File: src/verilog/sac_defs.svh
// register offsets, field positions, reset values and timing counts
`ifndef SAC_DEFS_SVH
`define SAC_DEFS_SVH
`define SAC_OFF_CHANNEL 12'h000
`define SAC_OFF_CONTROL 12'h004
`define SAC_OFF_RES_LOW 12'h008
`define SAC_OFF_RES_HIGH 12'h00c
`define SAC_OFF_SYSTEM 12'h010
`define SAC_OFF_RESULT 12'h014
// control register fields
`define SAC_CTL_ENABLE 7
`define SAC_CTL_START 6
`define SAC_CTL_FREE_RUN 5
`define SAC_CTL_DONE 4
`define SAC_CTL_DONE_IE 3
// channel register fields
`define SAC_CH_LEFT_ALIGN 5
`define SAC_CHANNEL_RESET 8'h00
`define SAC_CONTROL_RESET 8'h00
// system register fields
`define SAC_SYS_SLEEP 0
`define SAC_SYS_VECTOR_ACK 1
// timing in converter clock cycles; hold points in half cycles
`define SAC_NORMAL_CYCLES 5'd13
`define SAC_EXTENDED_CYCLES 5'd25
`define SAC_NORMAL_SH_HALF 6'd3
`define SAC_EXTENDED_SH_HALF 6'd27
`define SAC_CODE_MIN 10'h000
`define SAC_CODE_MAX 10'h3ff
`endif

File: src/verilog/sac_pkg.sv
// types for the conversion sequencer
package sac_pkg;
    typedef enum logic [1:0] {
        SAC_IDLE = 2'b00,
        SAC_WAIT_EDGE = 2'b01,
        SAC_CONVERT = 2'b10
    } sac_state_t;
endpackage

File: src/verilog/sac_sequencer.sv
// conversion sequencer for a 10-bit successive-approximation converter
//
// Added by the designer: the APB slave port and the address map.
`timescale 1ns/1ps
`include "sac_defs.svh"

module sac_sequencer (
    input wire logic pclk,
    input wire logic presetn,
    input wire logic psel,
    input wire logic penable,
    input wire logic pwrite,
    input wire logic [11:0] paddr,
    input wire logic [31:0] pwdata,
    output logic [31:0] prdata,
    output logic pready,
    output logic pslverr,
    input wire logic comparator_high,
    input wire logic diff_not_positive,
    output logic [4:0] input_channel_select,
    output logic [1:0] reference_select,
    output logic converter_power,
    output logic sample_hold,
    output logic [9:0] dac_code,
    output logic conversion_irq
);
    logic [7:0] channel_reg;
    logic [7:0] control_reg;
    logic [9:0] result_word;
    logic [9:0] sar_value;
    logic [9:0] trial_bit;
    logic result_locked;
    logic first_pending;
    logic extended;
    logic [6:0] prescale_count;
    logic conv_tick;
    logic diff_phase;
    logic [5:0] half_count;
    logic [4:0] cycle_count;
    logic sleep_armed;
    sac_pkg::sac_state_t state;

    logic apb_access;
    logic wr_access;
    logic rd_access;
    logic enable_bit;
    logic free_run;
    logic start_write;
    logic finish;
    logic is_differential;
    logic sleep_start;
    logic [6:0] prescale_limit;
    logic [7:0] low_byte;
    logic [7:0] high_byte;
    logic [9:0] final_code;

    // division ratio for the converter clock
    function automatic logic [6:0] sac_div_limit(input logic [2:0] sel);
        case (sel)
            3'h0: sac_div_limit = 7'h01;
            3'h1: sac_div_limit = 7'h01;
            3'h2: sac_div_limit = 7'h03;
            3'h3: sac_div_limit = 7'h07;
            3'h4: sac_div_limit = 7'h0f;
            3'h5: sac_div_limit = 7'h1f;
            3'h6: sac_div_limit = 7'h3f;
            default: sac_div_limit = 7'h7f;
        endcase
    endfunction

    // selections that pair two pins through the gain stage
    function automatic logic sac_is_diff(input logic [4:0] sel);
        sac_is_diff = (sel >= 5'h0b) && (sel <= 5'h1d);
    endfunction

    assign apb_access = psel && penable;
    assign wr_access = apb_access && pwrite;
    assign rd_access = apb_access && !pwrite;
    assign enable_bit = control_reg[`SAC_CTL_ENABLE];
    assign free_run = control_reg[`SAC_CTL_FREE_RUN];
    assign start_write = wr_access && (paddr == `SAC_OFF_CONTROL) &&
        pwdata[`SAC_CTL_ENABLE] && pwdata[`SAC_CTL_START];
    assign prescale_limit = sac_div_limit(control_reg[2:0]);
    assign is_differential = sac_is_diff(input_channel_select);
    assign finish = (state == sac_pkg::SAC_CONVERT) && conv_tick &&
        (cycle_count == (extended ? `SAC_EXTENDED_CYCLES :
                         `SAC_NORMAL_CYCLES));
    assign sleep_start = sleep_armed && enable_bit && !free_run &&
        control_reg[`SAC_CTL_DONE_IE] &&
        !control_reg[`SAC_CTL_START];
    // last trial decides the lsb; differential underflow saturates
    assign final_code = diff_not_positive && is_differential ?
        `SAC_CODE_MIN :
        (comparator_high ? sar_value : (sar_value & ~trial_bit));

    // alignment is a view, so a change shows at once
    always_comb begin
        if (channel_reg[`SAC_CH_LEFT_ALIGN]) begin
            high_byte = result_word[9:2];
            low_byte = {result_word[1:0], 6'h00};
        end else begin
            high_byte = {6'h00, result_word[9:8]};
            low_byte = result_word[7:0];
        end
    end

    // ************************************************************
    // register writes
    // ************************************************************
    always_ff @(posedge pclk or negedge presetn) begin
        if (!presetn) begin
            channel_reg <= `SAC_CHANNEL_RESET;
        end else if (wr_access && paddr == `SAC_OFF_CHANNEL) begin
            channel_reg <= pwdata[7:0];
        end
    end

    always_ff @(posedge pclk or negedge presetn) begin
        if (!presetn) begin
            control_reg <= `SAC_CONTROL_RESET;
        end else begin
            if (wr_access && paddr == `SAC_OFF_CONTROL) begin
                control_reg[`SAC_CTL_ENABLE] <= pwdata[`SAC_CTL_ENABLE];
                control_reg[`SAC_CTL_FREE_RUN] <= pwdata[`SAC_CTL_FREE_RUN];
                control_reg[`SAC_CTL_DONE_IE] <= pwdata[`SAC_CTL_DONE_IE];
                control_reg[2:0] <= pwdata[2:0];
            end
            // start only sets; hardware clears it
            if (!enable_bit && !start_write) begin
                control_reg[`SAC_CTL_START] <= 1'b0;
            end else if (start_write || sleep_start) begin
                control_reg[`SAC_CTL_START] <= 1'b1;
            end else if (finish && !free_run) begin
                control_reg[`SAC_CTL_START] <= 1'b0;
            end
            // set wins over clear
            if (finish) begin
                control_reg[`SAC_CTL_DONE] <= 1'b1;
            end else if ((wr_access && paddr == `SAC_OFF_CONTROL &&
                          pwdata[`SAC_CTL_DONE]) ||
                         (wr_access && paddr == `SAC_OFF_SYSTEM &&
                          pwdata[`SAC_SYS_VECTOR_ACK])) begin
                control_reg[`SAC_CTL_DONE] <= 1'b0;
            end
        end
    end

    always_ff @(posedge pclk or negedge presetn) begin
        if (!presetn) begin
            sleep_armed <= 1'b0;
        end else if (wr_access && paddr == `SAC_OFF_SYSTEM) begin
            sleep_armed <= pwdata[`SAC_SYS_SLEEP];
        end else if (sleep_start) begin
            sleep_armed <= 1'b0;
        end
    end

    // ************************************************************
    // converter clock prescaler
    // ************************************************************
    always_ff @(posedge pclk or negedge presetn) begin
        if (!presetn) begin
            prescale_count <= 7'h00;
            conv_tick <= 1'b0;
            diff_phase <= 1'b0;
        end else if (!enable_bit) begin
            prescale_count <= 7'h00;
            conv_tick <= 1'b0;
            diff_phase <= 1'b0;
        end else if (prescale_count >= prescale_limit) begin
            prescale_count <= 7'h00;
            conv_tick <= 1'b1;
            diff_phase <= ~diff_phase;
        end else begin
            prescale_count <= prescale_count + 7'h01;
            conv_tick <= 1'b0;
        end
    end

    // ************************************************************
    // conversion sequence
    // ************************************************************
    always_ff @(posedge pclk or negedge presetn) begin
        if (!presetn) begin
            state <= sac_pkg::SAC_IDLE;
            first_pending <= 1'b1;
            extended <= 1'b0;
            half_count <= 6'h00;
            cycle_count <= 5'h00;
            sar_value <= 10'h000;
            trial_bit <= 10'h000;
            sample_hold <= 1'b0;
            dac_code <= 10'h000;
            input_channel_select <= 5'h00;
            reference_select <= 2'h0;
        end else if (!enable_bit) begin
            state <= sac_pkg::SAC_IDLE;
            first_pending <= 1'b1;
            sample_hold <= 1'b0;
            half_count <= 6'h00;
            cycle_count <= 5'h00;
        end else begin
            case (state)
                sac_pkg::SAC_IDLE: begin
                    // selections latch only between conversions
                    input_channel_select <= channel_reg[4:0];
                    reference_select <= channel_reg[7:6];
                    if (control_reg[`SAC_CTL_START]) begin
                        state <= sac_pkg::SAC_WAIT_EDGE;
                    end
                end
                sac_pkg::SAC_WAIT_EDGE: begin
                    if (conv_tick && (!is_differential || diff_phase)) begin
                        state <= sac_pkg::SAC_CONVERT;
                        extended <= first_pending;
                        first_pending <= 1'b0;
                        cycle_count <= 5'h01;
                        half_count <= 6'h00;
                        sar_value <= 10'h200;
                        trial_bit <= 10'h200;
                        dac_code <= 10'h200;
                        sample_hold <= 1'b0;
                    end
                end
                sac_pkg::SAC_CONVERT: begin
                    if (conv_tick) begin
                        cycle_count <= cycle_count + 5'h01;
                        half_count <= half_count + 6'h02;
                        // hold taken one and a half cycles in, thirteen and a half when extended
                        if (half_count + 6'h01 ==
                            (extended ? `SAC_EXTENDED_SH_HALF :
                             `SAC_NORMAL_SH_HALF)) begin
                            sample_hold <= 1'b1;
                        end
                        // one bit decided per cycle once the input is held
                        if (sample_hold && trial_bit != 10'h000) begin
                            sar_value <= (comparator_high ? sar_value :
                                (sar_value & ~trial_bit)) |
                                (trial_bit >> 1);
                            dac_code <= (comparator_high ? sar_value :
                                (sar_value & ~trial_bit)) | (trial_bit >> 1);
                            trial_bit <= trial_bit >> 1;
                        end
                    end
                    if (finish) begin
                        sample_hold <= 1'b0;
                        input_channel_select <= channel_reg[4:0];
                        reference_select <= channel_reg[7:6];
                        if (free_run) begin
                            state <= sac_pkg::SAC_WAIT_EDGE;
                        end else begin
                            state <= sac_pkg::SAC_IDLE;
                        end
                    end
                end
                default: state <= sac_pkg::SAC_IDLE;
            endcase
        end
    end

    // ************************************************************
    // result store and read lock
    // ************************************************************
    always_ff @(posedge pclk or negedge presetn) begin
        if (!presetn) begin
            result_word <= 10'h000;
            result_locked <= 1'b0;
        end else begin
            if (finish && !result_locked) begin
                result_word <= final_code;
            end
            if (rd_access && paddr == `SAC_OFF_RES_LOW) begin
                result_locked <= 1'b1;
            end else if (rd_access && paddr == `SAC_OFF_RES_HIGH) begin
                result_locked <= 1'b0;
            end
        end
    end

    always_ff @(posedge pclk or negedge presetn) begin
        if (!presetn) begin
            converter_power <= 1'b0;
            conversion_irq <= 1'b0;
        end else begin
            converter_power <= enable_bit;
            conversion_irq <= control_reg[`SAC_CTL_DONE] &&
                control_reg[`SAC_CTL_DONE_IE];
        end
    end

    // ************************************************************
    // apb slave
    // ************************************************************
    always_ff @(posedge pclk or negedge presetn) begin
        if (!presetn) begin
            prdata <= 32'h0000_0000;
            pready <= 1'b0;
            pslverr <= 1'b0;
        end else begin
            pready <= psel && !penable;
            pslverr <= 1'b0;
            prdata <= 32'h0000_0000;
            if (psel && !penable) begin
                case (paddr)
                    `SAC_OFF_CHANNEL: prdata <= {24'h000000, channel_reg};
                    `SAC_OFF_CONTROL: prdata <= {24'h000000, control_reg};
                    `SAC_OFF_RES_LOW: prdata <= {24'h000000, low_byte};
                    `SAC_OFF_RES_HIGH: prdata <= {24'h000000, high_byte};
                    `SAC_OFF_SYSTEM: prdata <= {31'h00000000, sleep_armed};
                    `SAC_OFF_RESULT: prdata <= {22'h000000, result_word};
                    default: pslverr <= 1'b1;
                endcase
            end
        end
    end
endmodule

File: config.mk
export PLATFORM = sky130hd
export DESIGN_NAME = sac_sequencer
export DESIGN_NICKNAME = d
export VERILOG_FILES = /design/src/verilog/sac_pkg.sv /design/src/verilog/sac_sequencer.sv
export VERILOG_INCLUDE_DIRS = /design/src /design/src/verilog
export SDC_FILE = /design/constraint.sdc
export NUM_CORES = 1
export LEC_CHECK = 0
export BUFFER_PORTS_ARGS = -buffer_cell sky130_fd_sc_hd__clkbuf_2
export CAP_MARGIN = 0
export CORE_MARGIN = 5
export CORE_UTILIZATION = 49
export DETAILED_ROUTE_END_ITERATION = 16
export PLACE_DENSITY = 0.76
export RECOVER_POWER = 100
export SLEW_MARGIN = 20
export SYNTH_ARGS = -nofsm -noshare
export SYNTH_HDL_FRONTEND = slang
export SYNTH_SLANG_ARGS = --single-unit
File: constraint.sdc
create_clock -name pclk -period 2.05 [get_ports pclk]
set_clock_uncertainty 0.1 [all_clocks]
set_input_delay 0.1025 -clock pclk [delete_from_list [all_inputs] [get_ports pclk]]
set_output_delay 0.1025 -clock pclk [all_outputs]
set_load 0.02 [all_outputs]
==> impl_metrics.env <==
export IMPL_clk_pin_slew_worst_paths_ns=0.09
export IMPL_reg2reg_from="extended"
export IMPL_drt_total_wl_microns=11200
export IMPL_synth_top_cell_area_share_pct=48.6
export IMPL_p_leak_nw=2.53
export IMPL_cts_sinks=93
export IMPL_dp_cells=661
export IMPL_dieArea_sq_um=11700
export IMPL_start_util_pct=49.4
export IMPL_slew_headroom_pct=42.6
export IMPL_ys_seq_area_share_pct=49.1
export IMPL_fin_tns_setup_ns=0
export IMPL_utilization_pct=57.9
export IMPL_routed_top_layer="met4"
export IMPL_endpoint="result_word[7]"
export IMPL_gr_total_overflow=0
export IMPL_die_x_microns=108
export IMPL_cts_tree="yes"
export IMPL_max_freq_mhz=507
export IMPL_track_usage_pct=20.5
export IMPL_synth_edff_count=0
export IMPL_worst_setup_path_type="flip-flop to flip-flop"
export IMPL_avgSynthCellArea_sq_um=10.3
export IMPL_required_ns=2.19
export IMPL_slew_violations=0
export IMPL_holdCritPathClass="input port to flip-flop"
export IMPL_drc=0
export IMPL_path_max_fanout=10
export IMPL_grt_pass1_vias=3869
export IMPL_fp_dieH_microns=108
export IMPL_post_route_period_util_pct=96.2
export IMPL_syn_inst=462
export IMPL_syn_to_final_growth_pct=17.2
export IMPL_grt_max_degree=47
export IMPL_setup_viol=0
export IMPL_reg2regPathDepth=5
export IMPL_max_cap_viol_count=0
export IMPL_yosys_top_cells_area="dfrtp_1, mux2_2, o21ai_0"
export IMPL_hold_viol_final=0
export IMPL_wl_per_cell_microns=16.2
export IMPL_wl_met2_microns=5490
export IMPL_clk_latency_ns=0.36
export IMPL_hpwl_microns=7920
export IMPL_async_reset_ff_share_pct=100
export IMPL_met3WireLength_microns=665
export IMPL_r2r_end="result_word[7]"
export IMPL_htree_levels=3
export IMPL_powerDensity_nw_per_um2=631
export IMPL_synthFlopType="dfrtp_1"
export IMPL_grt_pass1_wl_microns=18900
export IMPL_synth_seq_cells=93
export IMPL_num_nets_final=614
export IMPL_drtIter0Drc=209
export IMPL_rsz0062_at_grt="no"
export IMPL_rows=36
export IMPL_dr_pass1_iters=5
export IMPL_cp_arrival_ns=2.11
export IMPL_antenna_cells=0
export IMPL_root_buffer="clkbuf_8"
export IMPL_worstSetupStartpoint="extended"
export IMPL_syn_area_sq_um=4740
export IMPL_antenna_found_initial=0
export IMPL_synth_top_area_cell="dfrtp_1"
export IMPL_worst_slew_pin_transition_ns=0.862
export IMPL_status="finished, final reports clean"
export IMPL_globalplace_congestion=0.823
export IMPL_stdcell_count=691
export IMPL_ff2ff_setup_slack_ns=0.08
export IMPL_vias=3772
export IMPL_viasPerCell=5.46
export IMPL_synth_distinct_cells=65
export IMPL_met1_length_microns=4830
export IMPL_drive_above_1_share_pct=19.7
export IMPL_core_area_sq_um=9590
export IMPL_cts_setup_buffers=0
export IMPL_endpoint_kind="flip-flop"
export IMPL_drt_antenna_violating_nets=0
export IMPL_port_buffers=58
export IMPL_worstSetupStartpointType="flip-flop"
export IMPL_ios=105
export IMPL_clockBufferDepth=2
export IMPL_ys_warn_count=0
export IMPL_fillers=818
export IMPL_numCtsBuffers=9
export IMPL_period_minus_slack_ns=1.97
export IMPL_vdd_ir_drop_max_mv=0.324
-- cell usage in the layout, fill, tap and decap left out, types with 3 or more instances in the layout --
cell / n
nor4_1: 5
conb_1: 22
xnor2_1: 4
a31oi_1: 3
or3_1: 3
nand2_1: 36
nor2_1: 32
a21boi_0: 3
o211ai_1: 3
o21ai_0: 42
dlygate4sd3_1: 14
clkbuf_8: 9
nand2b_1: 7
mux2i_1: 8
dfrtp_1: 90
buf_4: 20
a21oi_1: 14
clkbuf_2: 27
ha_1: 10
and3_1: 5
nand4_1: 3
a21o_1: 9
nor3b_1: 8
inv_1: 20
nor3_1: 4
mux2_2: 30
bufinv_16: 3
inv_6: 3
nor2b_1: 9
clkbuf_1: 35
a22oi_1: 6
nand3_1: 22
-- cells by family after synthesis --
family / Yosys count / synth area share (%)
AND/OR/NAND/NOR: 153 / 18.1
AO/OA/AOI/OAI: 102 / 13.5
flip-flops: 93 / 49.1
buffers and inverters: 59 / 6.68
multiplexers: 38 / 8.81
adder cells (fa/ha/maj): 10 / 2.64
XOR/XNOR: 6 / 1.11
other: 1 / 0.0791
-- layout make-up --
class / count / area [sq um] / share of cell area [%]
tap: 133 / 166 / 2.99
multi-input combinational: 331 / 2150 / 38.7
clock buffer: 10 / 128 / 2.30
timing repair buffer: 98 / 592 / 10.6
sequential: 93 / 2330 / 41.9
inverter: 20 / 75.1 / 1.35
clock inverter: 6 / 116 / 2.09
-- metrics by stage --
step | power, W | area, sq um | hold slack, ns | setup slack, ns
5_1_grt | 0.00364 | 5560 | 0.0360 | 0.0101
3_3_place_gp | 0.00203 | 5260 | -0.0294 | 0.0649
2_1_floorplan | 0.00198 | 4820 | -0.293 | 0.0643
4_1_cts | 0.00354 | 5640 | 0.0238 | 0.0192
6_report | 0.00351 | 5560 | 0.0262 | 0.0787
3_5_place_dp | 0.00203 | 5260 | -0.0196 | 0.0507
-- synth_stat cells, types with 6 or more instances --
cell,count
o21ai_0,42
buf_4,24
nor2_1,33
a21oi_1,14
inv_1,20
nor2b_1,9
clkbuf_1,10
mux2i_1,8
dfrtp_1,92
a22oi_1,6
mux2_2,30
nand2_1,35
nand3_1,22
nor3b_1,7
a21o_1,9
ha_1,10
nand2b_1,7
-- per-layer routing --
layer | vias up | global-route usage, %
met1 | 1842 | 27.6
met4 | 0 | 7.75
li1 | 1778 | -
met3 | 18 | 3.70
met2 | 134 | 33.2
met5 | - | 0
-- worst min path at each step --
stage	from	end	slack (ns)	cells past startpoint
finish	paddr[4]	pslverr	0.03	3
global route	pwrite	result_locked	0.04	4
CTS	pwrite	result_locked	0.02	4
detailed placement	presetn	pslverr	-0.02	1
global placement	presetn	pready	-0.03	1
floorplan	presetn	channel_reg[0]	-0.29	0
-- what timing repair did --
action	4_1_cts	5_1_grt
endpoints found under the setup margin	0	16
hold buffers	14	0
resized for setup	0	6
hold endpoints to repair	96	0
-- power by group --
part | internal [W] | total [W] | switching (W) | leakage [nW]
logic | 0.0000524 | 0.000174 | 0.000121 | 1.19
registers | 0.00184 | 0.00184 | 0.00000109 | 1.22
clock network | 0.000824 | 0.00150 | 0.000673 | 0.122
-- worst max-delay path: stages, from the launching register on --
cell and delay [ns]:
dfrtp_1 0.38, or3b_1 0.41, a211o_1 0.36, nor2_2 0.12, buf_6 0.16, mux2_2 0.34
(Power assumes the default switching activity.)
